==> config.mk <==
export PLATFORM = sky130hd
export DESIGN_NAME = vcd_top
export DESIGN_NICKNAME = d
export VERILOG_FILES = /design/src/design/vcd_pkg.sv /design/src/design/vcd_top.sv
export VERILOG_INCLUDE_DIRS = /design/src /design/src/design
export SDC_FILE = /design/constraint.sdc
export NUM_CORES = 1
export LEC_CHECK = 0
export ABC_AREA = 1
export BUFFER_PORTS_ARGS = -buffer_cell sky130_fd_sc_hd__buf_2
export CORE_AREA = 2 2 120 122
export CTS_CLUSTER_DIAMETER = 100
export DETAILED_ROUTE_END_ITERATION = 16
export DIE_AREA = 0 0 122 124
export PLACE_DENSITY = 0.81
export REMOVE_ABC_BUFFERS = 1
export SETUP_SLACK_MARGIN = 0.02
export SLEW_MARGIN = 20
export SYNTH_ARGS = -nofsm -noshare
export SYNTH_HDL_FRONTEND = slang
export SYNTH_SLANG_ARGS = --single-unit
==> constraint.sdc <==
create_clock -name clk -period 5.25 [get_ports clk]
set_input_delay 0.2625 -clock clk [delete_from_list [all_inputs] [get_ports clk]]
set_output_delay 0.2625 -clock clk [all_outputs]
set_load 0.05 [all_outputs]
==> src/design/vcd_defs.svh <==
// Offsets, encodings and reset values of the virtual deactivate block.
// Assumes byte addressing on a 32-bit Avalon-MM slave, one word per register.
`ifndef VCD_DEFS_SVH
`define VCD_DEFS_SVH

`define VCD_OFF_AHPPIR 12'h028
`define VCD_OFF_APR0 12'h0d0
`define VCD_OFF_APR1 12'h0d4
`define VCD_OFF_APR2 12'h0d8
`define VCD_OFF_APR3 12'h0dc
`define VCD_OFF_NSAPR0 12'h0e0
`define VCD_OFF_NSAPR1 12'h0e4
`define VCD_OFF_NSAPR2 12'h0e8
`define VCD_OFF_NSAPR3 12'h0ec
`define VCD_OFF_IIDR 12'h0fc
`define VCD_OFF_DIR 12'h100
`define VCD_OFF_IRQ_STAT 12'h200
`define VCD_OFF_IRQ_EN 12'h204
`define VCD_OFF_IRQ_CLR 12'h208

`define VCD_ID_SPURIOUS 10'h3ff

`define VCD_LR_INVALID 2'h0
`define VCD_LR_PENDING 2'h1
`define VCD_LR_ACTIVE 2'h2
`define VCD_LR_ACT_PEND 2'h3

`define VCD_EV_W 3
`define VCD_EV_UNMATCHED 0
`define VCD_EV_FORWARD 1
`define VCD_EV_ODD_STATE 2

`define VCD_EV_RESET 3'h0
`define VCD_WORD_RESET 32'h0000_0000

`endif

==> src/design/vcd_pkg.sv <==
// Types shared by the virtual deactivate block and its surroundings.
// Assumes list entries are held outside and presented as packed structs.
package vcd_pkg;

  // One list entry as the hypervisor keeps it.
  typedef struct packed {
    logic hardware_backed_flag;
    logic group_one_flag;
    logic [1:0] state;
    logic [4:0] prio;
    logic [9:0] pid;
    logic [9:0] vid;
  } vcd_lr_t;

  // State change of one list entry requested by a deactivate write.
  typedef struct packed {
    logic valid;
    logic [5:0] index;
    logic [1:0] state;
  } vcd_lr_upd_t;

  // Deactivate request towards the physical distributor.
  typedef struct packed {
    logic valid;
    logic non_secure;
    logic [9:0] pid;
  } vcd_deact_t;

endpackage

==> src/design/vcd_top.sv <==
// Virtual CPU interface slice: aliased highest pending read, active priority
// aliasing, identification and the deactivate path, with an event interrupt.
// Assumes list entries, hypervisor active priority and priority masks come
// from logic on the same clock; update outputs are one-cycle pulses.
`timescale 1ns/1ps
`include "vcd_defs.svh"

// Behaviour
// - Group 0 winner reads as spurious 1023
// - Group 1 winner reads its own ID
// - Nothing signallable reads as spurious 1023
// - Winner drawn from both groups; only group 1 IDs are reported
// - Active-and-pending entries are never reported
// - Priority readback then writeback changes nothing
// - First active-priority word aliases hypervisor register
// - Other active-priority words read zero, ignore writes
// - Non-secure active-priority space reads zero too
// - Read-only implementer and revision identification
// - Deactivate turns active entry invalid
// - Deactivate turns active-pending entry pending
// - Other matched states handled consistently
// - Unmatched deactivate bumps unmatched completion count
// - Hardware-backed active or active-pending match forwards physical ID deactivate
// - Forwarded deactivate is non-secure, distributor filters
// - Group flag selects group 0 or 1
module vcd_top import vcd_pkg::*; #(
  parameter int NUM_LR = 4,
  parameter logic [11:0] IMPLEMENTER = 12'h123, // Arbitrary value.
  parameter logic [3:0] REVISION = 4'h1, // Arbitrary value.
  parameter logic [3:0] ARCH_VER = 4'h1, // Arbitrary value.
  parameter logic [11:0] PRODUCT = 12'h456 // Arbitrary value.
) (
  input wire logic clk,
  input wire logic nrst,
  input wire logic [11:0] avs_address,
  input wire logic avs_read,
  input wire logic avs_write,
  input wire logic [31:0] avs_writedata,
  input wire logic [3:0] avs_byteenable,
  output logic [31:0] avs_readdata,
  output logic avs_waitrequest,
  input wire vcd_lr_t [NUM_LR-1:0] hyp_list_entry,
  input wire logic [31:0] hyp_active_priority_reg,
  input wire logic vif_enable,
  input wire logic [7:0] pri_mask,
  input wire logic [7:0] running_prio,
  input wire logic split_completion_mode,
  input wire logic ack_group_control,
  output vcd_lr_upd_t lr_update,
  output logic unmatched_completion_inc,
  output vcd_deact_t deact_req,
  output logic hyp_apr_wr,
  output logic [31:0] hyp_apr_wdata,
  output logic irq
);

  // The entry index is six bits wide, so no more than 64 entries are served.
  if (NUM_LR < 1 || NUM_LR > 64) begin : g_bad_num_lr
    $error("NUM_LR must lie between 1 and 64.");
  end

  logic wait_q;
  logic [31:0] rdata_q;
  logic [31:0] rdata_d;
  logic req;
  logic rd_load;
  logic wr_fire;
  logic dir_fire;
  logic [`VCD_EV_W-1:0] stat_q;
  logic [`VCD_EV_W-1:0] en_q;
  logic [`VCD_EV_W-1:0] ev_set;
  logic [`VCD_EV_W-1:0] ev_clr;
  vcd_lr_upd_t lr_update_q;
  vcd_deact_t deact_q;
  logic inc_q;
  logic apr_wr_q;
  logic [31:0] apr_wdata_q;
  logic irq_q;

  // Highest pending search results.
  logic win_valid;
  logic [5:0] win_idx;
  logic [4:0] win_prio;
  logic win_sufficient;
  logic [9:0] hp_id;
  logic [2:0] hp_cpuid;

  // Deactivate match results.
  logic match_found;
  logic [5:0] match_idx;
  vcd_lr_t match_lr;

  // The answer is always one wait cycle; the read word is loaded while the
  // request waits, so it stands on the edge where waitrequest is sampled low.
  assign req = avs_read | avs_write;
  assign rd_load = avs_read & wait_q;
  assign wr_fire = avs_write & ~wait_q;
  assign dir_fire = wr_fire && avs_address == `VCD_OFF_DIR && avs_byteenable[1:0] == 2'b11;

  always_ff @(posedge clk or negedge nrst) begin
    if (!nrst) begin
      wait_q <= 1'b1;
    end else begin
      wait_q <= ~(req & wait_q);
    end
  end

  // Search over pending entries only: active-and-pending ones never win and
  // both groups compete, so a group 0 winner masks any group 1 entry behind it.
  always_comb begin
    win_valid = 1'b0;
    win_idx = 6'h0;
    win_prio = 5'h1f;
    for (int i = 0; i < NUM_LR; i++) begin
      if (hyp_list_entry[i].state == `VCD_LR_PENDING &&
          (!win_valid || hyp_list_entry[i].prio < win_prio)) begin
        win_valid = 1'b1;
        win_idx = 6'(i);
        win_prio = hyp_list_entry[i].prio;
      end
    end
  end

  assign win_sufficient = win_valid && vif_enable &&
                          {win_prio, 3'b000} < pri_mask && {win_prio, 3'b000} < running_prio;

  // The acknowledge group control has no say in the aliased view.
  always_comb begin
    hp_id = `VCD_ID_SPURIOUS;
    hp_cpuid = 3'h0;
    if (win_sufficient && hyp_list_entry[win_idx].group_one_flag) begin
      hp_id = hyp_list_entry[win_idx].vid;
      if (!hyp_list_entry[win_idx].hardware_backed_flag) begin
        hp_cpuid = hyp_list_entry[win_idx].pid[2:0];
      end
    end
  end

  function automatic logic [31:0] merge_lanes(input logic [31:0] old_w, input logic [31:0] new_w,
                                              input logic [3:0] be);
    logic [31:0] r;
    r = old_w;
    for (int b = 0; b < 4; b++) begin
      if (be[b]) begin
        r[8*b +: 8] = new_w[8*b +: 8];
      end
    end
    return r;
  endfunction

  always_comb begin
    rdata_d = `VCD_WORD_RESET;
    case (avs_address)
      `VCD_OFF_AHPPIR: rdata_d = {19'h0, hp_cpuid, hp_id};
      `VCD_OFF_APR0: rdata_d = hyp_active_priority_reg;
      `VCD_OFF_APR1, `VCD_OFF_APR2, `VCD_OFF_APR3: rdata_d = `VCD_WORD_RESET;
      `VCD_OFF_NSAPR0, `VCD_OFF_NSAPR1, `VCD_OFF_NSAPR2, `VCD_OFF_NSAPR3: begin
        rdata_d = `VCD_WORD_RESET;
      end
      `VCD_OFF_IIDR: rdata_d = {PRODUCT, ARCH_VER, REVISION, IMPLEMENTER};
      `VCD_OFF_IRQ_STAT: rdata_d = {29'h0, stat_q};
      `VCD_OFF_IRQ_EN: rdata_d = {29'h0, en_q};
      default: rdata_d = `VCD_WORD_RESET;
    endcase
  end

  always_ff @(posedge clk or negedge nrst) begin
    if (!nrst) begin
      rdata_q <= `VCD_WORD_RESET;
    end else if (rd_load) begin
      rdata_q <= rdata_d;
    end
  end

  // Writing back what was read drives the same word into the hypervisor
  // register, so state is left as it was; other priority words drop writes.
  always_ff @(posedge clk or negedge nrst) begin
    if (!nrst) begin
      apr_wr_q <= 1'b0;
      apr_wdata_q <= `VCD_WORD_RESET;
    end else begin
      apr_wr_q <= wr_fire && avs_address == `VCD_OFF_APR0;
      if (wr_fire && avs_address == `VCD_OFF_APR0) begin
        apr_wdata_q <= merge_lanes(hyp_active_priority_reg, avs_writedata, avs_byteenable);
      end
    end
  end

  // First valid entry whose virtual ID equals the written ID.
  always_comb begin
    match_found = 1'b0;
    match_idx = 6'h0;
    for (int i = 0; i < NUM_LR; i++) begin
      if (!match_found && hyp_list_entry[i].state != `VCD_LR_INVALID &&
          hyp_list_entry[i].vid == avs_writedata[9:0]) begin
        match_found = 1'b1;
        match_idx = 6'(i);
      end
    end
  end

  assign match_lr = hyp_list_entry[match_idx];

  // Writes outside split completion mode are dropped and flagged; software
  // must not make them, so this is only a safe landing.
  always_ff @(posedge clk or negedge nrst) begin
    if (!nrst) begin
      lr_update_q <= '0;
      inc_q <= 1'b0;
      deact_q <= '0;
    end else begin
      lr_update_q.valid <= 1'b0;
      inc_q <= 1'b0;
      deact_q.valid <= 1'b0;
      if (dir_fire && split_completion_mode) begin
        if (!match_found) begin
          inc_q <= 1'b1;
        end else begin
          lr_update_q.index <= match_idx;
          if (match_lr.state == `VCD_LR_ACTIVE) begin
            lr_update_q.valid <= 1'b1;
            lr_update_q.state <= `VCD_LR_INVALID;
          end else if (match_lr.state == `VCD_LR_ACT_PEND) begin
            lr_update_q.valid <= 1'b1;
            lr_update_q.state <= `VCD_LR_PENDING;
          end
          // A pending-only match changes no entry and forwards nothing.
          if (match_lr.hardware_backed_flag && match_lr.state[1]) begin
            deact_q.valid <= 1'b1;
            deact_q.non_secure <= 1'b1;
            deact_q.pid <= match_lr.pid;
          end
        end
      end
    end
  end

  always_comb begin
    ev_set = `VCD_EV_RESET;
    if (dir_fire) begin
      ev_set[`VCD_EV_UNMATCHED] = split_completion_mode & ~match_found;
      ev_set[`VCD_EV_FORWARD] = split_completion_mode & match_found &
                                match_lr.hardware_backed_flag & match_lr.state[1];
      ev_set[`VCD_EV_ODD_STATE] = ~split_completion_mode |
                                  (match_found & ~match_lr.state[1]);
    end
  end

  always_comb begin
    ev_clr = `VCD_EV_RESET;
    if (wr_fire && avs_address == `VCD_OFF_IRQ_CLR) begin
      ev_clr = avs_writedata[`VCD_EV_W-1:0];
    end
  end

  // A new event in the clearing cycle survives the clear.
  always_ff @(posedge clk or negedge nrst) begin
    if (!nrst) begin
      stat_q <= `VCD_EV_RESET;
    end else begin
      stat_q <= (stat_q & ~ev_clr) | ev_set;
    end
  end

  always_ff @(posedge clk or negedge nrst) begin
    if (!nrst) begin
      en_q <= `VCD_EV_RESET;
    end else if (wr_fire && avs_address == `VCD_OFF_IRQ_EN && avs_byteenable[0]) begin
      en_q <= avs_writedata[`VCD_EV_W-1:0];
    end
  end

  // Registered from the next status so the line follows the bits at once.
  always_ff @(posedge clk or negedge nrst) begin
    if (!nrst) begin
      irq_q <= 1'b0;
    end else begin
      irq_q <= |(((stat_q & ~ev_clr) | ev_set) & en_q);
    end
  end

  assign avs_waitrequest = wait_q;
  assign avs_readdata = rdata_q;
  assign lr_update = lr_update_q;
  assign unmatched_completion_inc = inc_q;
  assign deact_req = deact_q;
  assign hyp_apr_wr = apr_wr_q;
  assign hyp_apr_wdata = apr_wdata_q;
  assign irq = irq_q;

  logic hp_rd;
  assign hp_rd = rd_load && avs_address == `VCD_OFF_AHPPIR;
endmodule

# [Yosys cells after proc, flatten, opt, wreduce, memory -nomap -nowiden]
# Index checks and enable logic that the tools add are counted.
[totals] ff_bits=95 input_bits=219
[classes] magnitude_cmp=7 eq_ne=18 muxes=43 bitwise=19 reduce_logical=40
[op_table] op="$pmux W32 S5" n=1
[op_table] op="$bmux W29 S2" n=2
[op_table] op="$mux W29" n=2
[op_table] op="$eq A10 B10 Y1" n=4
[op_table] op="$eq A12 B10 Y1 const B" n=3
[op_table] op="$mux W12" n=3
[op_table] op="$mux W8" n=4
[op_table] op="$eq A12 B8 Y1 const B" n=2
[op_table] op="$logic_and A1 B1 Y1" n=22
[op_table] op="$mux W5" n=4
[op_table] op="$mux W9" n=2
[op_table] op="$lt A8 B8 Y1" n=2
[op_table] op="$lt A5 B5 Y1" n=3
[op_table] op="$mux W1" n=14
[op_table] op="$eq A12 B6 Y1 const B" n=1
[op_table] op="$eq A12 B9 Y1 const B" n=1
[op_table] op="$lt A6 B3 Y1 const B" n=2
[op_table] op="$mux W3" n=4
[op_table] op="$mux W6" n=2
[op_table] op="$mux W10" n=1
[op_table] op="$reduce_bool A2 Y1" n=5
[op_table] op="$and A1 B1 Y1" n=8
[op_table] op="$eq A2 B1 Y1 const B" n=4
[op_table] op="$mux W2" n=4
[op_table] op="11 further kinds" n=27

# [Depth between registers and ports, before layout]
[depth] word_depth=24 depth_mapped=48 mapped_depth_nobuf=46

# [Worst setup path before layout]
# OpenSTA, ideal clock, no wires.
[synth_timing] path_kind="input port to flip-flop" start="input hyp_list_entry[25] (netlist bit)" end="register rdata_q[0], in the netlist avs_readdata[0]" setup_ns=0.127 arrival_time_ns=5.765 required_ns=5.123 slack_ns=-0.642 path_stages=44 path_buffers=3 path_cell_list="inv_1 -> nor2_1 -> inv_1 -> nor2_1 -> ha_1 -> nand2_1 -> inv_1 -> a21oi_1 -> nand2_1 -> nand2_2 -> nand2_1 -> clkbuf_1 -> o21ai_0 -> ha_1 -> a21oi_1 -> nor2_1 -> a211oi_1 -> nand2_1 -> [... 8 more ...] -> nor2_1 -> a211oi_1 -> nand2_1 -> nand2_2 -> nand2_8 -> clkbuf_1 -> o21ai_0 -> ha_1 -> nor4b_1 -> o21a_1 -> o21a_1 -> o21a_1 -> o21a_1 -> nor3_1 -> nand2_2 -> buf_6 -> o21ai_1 -> nand3_1"
[synth_via] elab_chain_len=20 elab_cells_between_ends=34 cone_classes="order compare (5); eq/ne (1); mux (15); reduce/logical (13)"
[synth_lines] element="start: declaration" line="vcd_top.sv:42" text="input wire vcd_lr_t [NUM_LR-1:0] hyp_list_entry,"
[synth_lines] element="$eq A2 B1 Y1 (no line) *"
[synth_lines] element="$mux W5 / $mux W1 (equally long branches)" line="vcd_top.sv:115" text="if (hyp_list_entry[i].state == `VCD_LR_PENDING &&"
[synth_lines] element="$lt A5 B5 Y1 / $logic_not A1 Y1 (equally long branches)" line="vcd_top.sv:116" text="(!win_valid || hyp_list_entry[i].prio < win_prio)) begin"
[synth_lines] element="$logic_or A1 B1 Y1" line="vcd_top.sv:116"
[synth_lines] element="$logic_and A1 B1 Y1" line="vcd_top.sv:115"
[synth_lines] element="$mux W5 / $mux W1 (equally long branches)" line="vcd_top.sv:115"
[synth_lines] element="$lt A5 B5 Y1 / $logic_not A1 Y1 (equally long branches)" line="vcd_top.sv:116"
[synth_lines] element="$logic_or A1 B1 Y1" line="vcd_top.sv:116"
[synth_lines] element="[... 4 more ...]"
[synth_lines] element="$logic_and A1 B1 Y1" line="vcd_top.sv:115"
[synth_lines] element="$mux W5 / $mux W1 (equally long branches)" line="vcd_top.sv:115"
[synth_lines] element="$lt A8 B8 Y1 / $logic_and A1 B1 Y1 (equally long branches)" line="vcd_top.sv:125, vcd_top.sv:124"
[synth_lines] element="$logic_and A1 B1 Y1" line="vcd_top.sv:124" text="assign win_sufficient = win_valid && vif_enable &&"
[synth_lines] element="$logic_and A1 B1 Y1" line="vcd_top.sv:125" text="{win_prio, 3'b000} < pri_mask && {win_prio, 3'b000} < running_prio;"
[synth_lines] element="$logic_and A1 B1 Y1" line="vcd_top.sv:131" text="if (win_sufficient && hyp_list_entry[win_idx].group_one_flag) begin"
[synth_lines] element="$mux W10 *" line="vcd_top.sv:131"
[synth_lines] element="$pmux W32 S5 *" line="vcd_top.sv:153" text="case (avs_address)"
[synth_lines] element="end signal: assignment" line="vcd_top.sv:169" text="rdata_q <= `VCD_WORD_RESET;"
[synth_lines] element="end signal: assignment" line="vcd_top.sv:171" text="rdata_q <= rdata_d;"
[synth_lines] element="end: declaration" line="vcd_top.sv:63" text="logic [31:0] rdata_q;"
# Mark *: on every way between the ends. The rest lies on a longest branch, timed or not. The select of a mux whose other input is x is not followed.
# A chain may end at the register's enable or synchronous reset.

# [Worst setup path in the final report]
[layout_timing] start="input hyp_list_entry[26] (netlist bit)" end="register rdata_q[11], in the netlist avs_readdata[11]"
[layout_via] elab_chain_len=20 elab_cells_between_ends=35 cone_classes="order compare (5); eq/ne (1); mux (16); reduce/logical (13)"
[layout_lines] element="$eq A2 B1 Y1 (no line) *"
[layout_lines] element="$mux W5 / $mux W1 (equally long branches)" line="vcd_top.sv:115"
[layout_lines] element="$lt A5 B5 Y1 / $logic_not A1 Y1 (equally long branches)" line="vcd_top.sv:116"
[layout_lines] element="$logic_or A1 B1 Y1" line="vcd_top.sv:116"
[layout_lines] element="$logic_and A1 B1 Y1" line="vcd_top.sv:115"
[layout_lines] element="$mux W5 / $mux W1 (equally long branches)" line="vcd_top.sv:115"
[layout_lines] element="$lt A5 B5 Y1 / $logic_not A1 Y1 (equally long branches)" line="vcd_top.sv:116"
[layout_lines] element="$logic_or A1 B1 Y1" line="vcd_top.sv:116"
[layout_lines] element="[... 4 more ...]"
[layout_lines] element="$logic_and A1 B1 Y1" line="vcd_top.sv:115"
[layout_lines] element="$mux W5 / $mux W1 (equally long branches)" line="vcd_top.sv:115"
[layout_lines] element="$lt A8 B8 Y1 / $logic_and A1 B1 Y1 (equally long branches)" line="vcd_top.sv:125, vcd_top.sv:124"
[layout_lines] element="$logic_and A1 B1 Y1" line="vcd_top.sv:124"
[layout_lines] element="$logic_and A1 B1 Y1" line="vcd_top.sv:125"
[layout_lines] element="$logic_and A1 B1 Y1" line="vcd_top.sv:131"
[layout_lines] element="$mux W3 *" line="vcd_top.sv:131"
[layout_lines] element="$pmux W32 S5 *" line="vcd_top.sv:153"
# Marks and branches as above.

==> metrics.md <==
| Metric | Value |
|---|---|
| Slew Viols, Final | `0` |
| Worst path most repeated cell | `nand2_1` |
| Die X | `between 100 and 150 µm` |
| Seq cells post-synth | `90` |
| Synth Area in Adders | `4.22%` |
| Post-synth ARST share | `100%` |
| Synth Cell Area | `~0.0065 mm²` |
| Full die area | `~0.015 mm²` |
| Syn avg cell area | `~7.4 µm²` |
| Crit path depth | `43` |
| P&R area growth vs syn | `39.5%` |
| Final min period | `5330 ps` |
| Fin crit share | `101%` |
| Clock root buffer master | `clkbuf_16` |
| LEAKAGE | `between 5 and 6 nW` |
| Top FF cell, synth | `dfrtp_1` |
| Cell accounting for the most synthesized area | `dfrtp_1` |
| Final GP Congestion | `between 0.9 and 1` |
| Vias per inst | `about 5.5` |
| Synth Area in Compound Gates | `roughly a fifth` |
| CTS Sinks | `90` |
| Failing checks | `negative setup slack` |
| Critical path endpoint category | `register` |
| Hold depth | `2` |
| Fin nets | `about 1400` |
| Worst EP required | `5540 ps` |
| Final-layout fill cell count | `1207` |
| Final Util | `66.2%` |
| First-pass GRT wire length | `about 37 mm` |
| CTS tree | `built` |
| Overall Power | `about 0.0018 W` |
| Die Ht | `about 120 µm` |
| Yosys cell types | `56` |
| Clock Pin Slew Worst Setup and Hold Paths | `approximately 70 ps` |
| Port bufs | `between 300 and 400` |
| Synth cell count leaders | `nand2_1, o21ai_0, dfrtp_1` |
| Slowest-stage cell, CP | `ha_4` |
| Largest family of logic cells by synthesized area | `simple AND/OR/NAND/NOR gates` |
| Final Cell Area | `0.00909 mm²` |
| Global Route Usage Sum | `around a third` |
| Worst slew margin | `between 20% and 30%` |
| IO Pins | `between 300 and 400` |
| Max-Cap Viols | `0` |
| Worst path bufs/invs | `6` |
| Fmax | `roughly 0.19 GHz` |
| Routed Wire Length | `between 20 and 25 mm` |
| Register area share after synthesis | `34.6%` |
| Status | `finished, violations left` |
| Mux cell area share after synthesis | `5.45%` |
| Syn. warnings | `0` |
| Number of flops mapped to enable cells by yosys | `0` |
| Fin. Hold Viols | `0` |
| Initial Util | `47.5%` |
| Worst Path Arrival | `approximately 5600 ps` |
| Dominant delay contributor by cell family on the critical path | `simple AND/OR/NAND/NOR gates` |
| Vias in the first global route | `between 7000 and 8000` |
| Vias | `7647` |
| Setup Skew | `7.15 ps` |
| Most common cell in the netlist | `nand2_1` |
| Pin count of the biggest net entering global routing | `65` |
| H-tree depth | `3` |
| WS Path Type | `in2reg` |
| Fin Hold WS | `about 90 ps` |
| RSZ-0062 raised after global routing | `yes` |
| Clock Tree Buf Depth | `2` |
| Post-synthesis simple-gate area fraction | `24.0%` |
| Actual slew at the worst max-slew pin | `about 1100 ps` |
| Syn Inst Count | `around 880` |
| Startpoint Class | `primary input` |
| Clock latency on the worst-skew pair | `~350 ps` |
| Initial antenna violation count | `5` |
| Worst R2R Path Depth | `7` |
| HP Class | `in2reg` |
| Row count | `43` |
| Peak VDD IR | `roughly 150 µV` |
| Largest cells by area after synthesis | `dfrtp_1, nand2_1, o21ai_0` |
| Post-synth top area share | `between 30% and 40%` |
| Cts bufs inserted | `9` |
| Core box area | `about 0.014 mm²` |
| DRC viols | `0` |
| Antenna-violating nets left | `0` |
| XOR/XNOR share of the synthesized area | `1.48%` |
| Setup TNS | `-501 ps` |
| Detailed Place HPWL | `between 15 and 20 mm` |
| Number of DRC markers in iteration 0 | `559` |
| Layout cells sized above 1 | `between 30% and 40%` |
| Post-DP Area | `0.00830 mm²` |
| Gr ovfl total | `0` |
| First-pass iteration count of the detailed router | `6` |
| CP max stage delay | `230 ps` |
| Setup ws final | `-78.0 ps` |
| Detailed-route wire length per cell | `approximately 18 µm` |
| Pwr dens | `between 200 and 250 mW/mm²` |
| CP Max Fanout | `6` |
| # setup viols final | `9` |
state kept, by name (all words and copies together) (netlist names), 3 cells and up:
register,cells
deact_req,12
stat_q,3
avs_readdata,32
hyp_apr_wdata,32
en_q,3
lr_update,4
layout make-up:
class                           count  area (µm²)  share of cell area (%)
Multi-Input combinational cell    662        4060                    44.6
Sequential cell                    90        2250                    24.8
Timing Repair Buffer              340        1840                    20.3
Inverter                           98         378                    4.16
Clock buffer                        9         225                    2.48
Tap cell                          180         225                    2.48
Clock inverter                      7        81.3                   0.895
Antenna cell                        7        17.5                   0.193
Timing Repair inverter              1        7.51                  0.0826
timing repair:
action | in CTS | in global routing
hold buffers | 1 | 0
setup buffers | 2 | 4
endpoints found under the hold margin | 39 | 0
endpoints found under the setup margin | 13 | 13
pin swaps | 18 | 18
gates resized for setup | 42 | 42
gates cloned | 3 | 0
metal layers:
metal	GRT usage (%)	up-vias	share of wire, %
li1	-	3636	-
met2	56.6	435	50
met4	14.4	0	3.7
met1	36.4	3506	37
met5	0	-	0
met3	6.91	70	9.4
cells by family (layout without fill, tap and decap cells):
logic type,Yosys count,count (layout)
xor gates and xnor gates,11,11
and+or+nand+nor,354,356
muxes,32,32
buffers and inverters,138,455
AOI/OAI and AO/OA,236,236
adders and majority gates,22,22
DFF,90,90
other,1,12
layout by cell type (no fill, tap or decap), types with 8 or more instances in the layout:
cell type,netlist,final
buf_2,4,298
nand2_1,181,173
o21ai_0,117,107
dfrtp_1,89,89
inv_1,86,82
nor2_1,85,80
buf_4,6,36
nand3_1,30,29
mux2i_1,22,22
o22ai_1,19,19
a21oi_1,22,19
o21ai_1,21,15
o21ai_2,0,14
a22o_1,14,14
nor3_1,14,13
nand2_2,5,11
inv_2,10,11
ha_1,22,11
o211ai_1,9,9
ha_4,0,9
clkbuf_16,0,9
xor2_1,8,8
nand4_1,8,8
o21a_1,8,8
worst paths after layout:
check	start	to	slack (ps)
hold reg to reg	avs_readdata[22]	avs_readdata[22]	480
min in group asynchronous	nrst	hyp_apr_wdata[21]	430
hold / removal	avs_read	avs_waitrequest	90
max in group asynchronous	nrst	hyp_apr_wdata[8]	3780
setup reg to reg	avs_waitrequest	avs_readdata[2]	2820
setup / recovery	hyp_list_entry[26]	avs_readdata[11]	-80
worst reg2reg max path: stages, from the launching register on:
cell	delay (ps)
dfstp_2	550
nand2_1	50
buf_4	260
inv_1	100
nand2_1	220
nor2_1	940
o21ai_2	120
nand3_1	130
per-stage QoR:
stage | cells | setup WS, ps
2_1_floorplan | 848 | -418
3_3_place_gp | 1361 | -853
3_5_place_dp | 1361 | -1130
4_1_cts | 1383 | -150
5_1_grt | 1391 | -388
6_report | 1394 | -78.0
power by group:
| part | switching [W] | internal [W] | total [W] |
|---|---|---|---|
| Clock | 0.000324 | 0.000340 | 0.000663 |
| Sequential | 0.00000105 | 0.000695 | 0.000696 |
| Combinational | 0.000279 | 0.000196 | 0.000476 |
(Power assumes the default switching activity.)
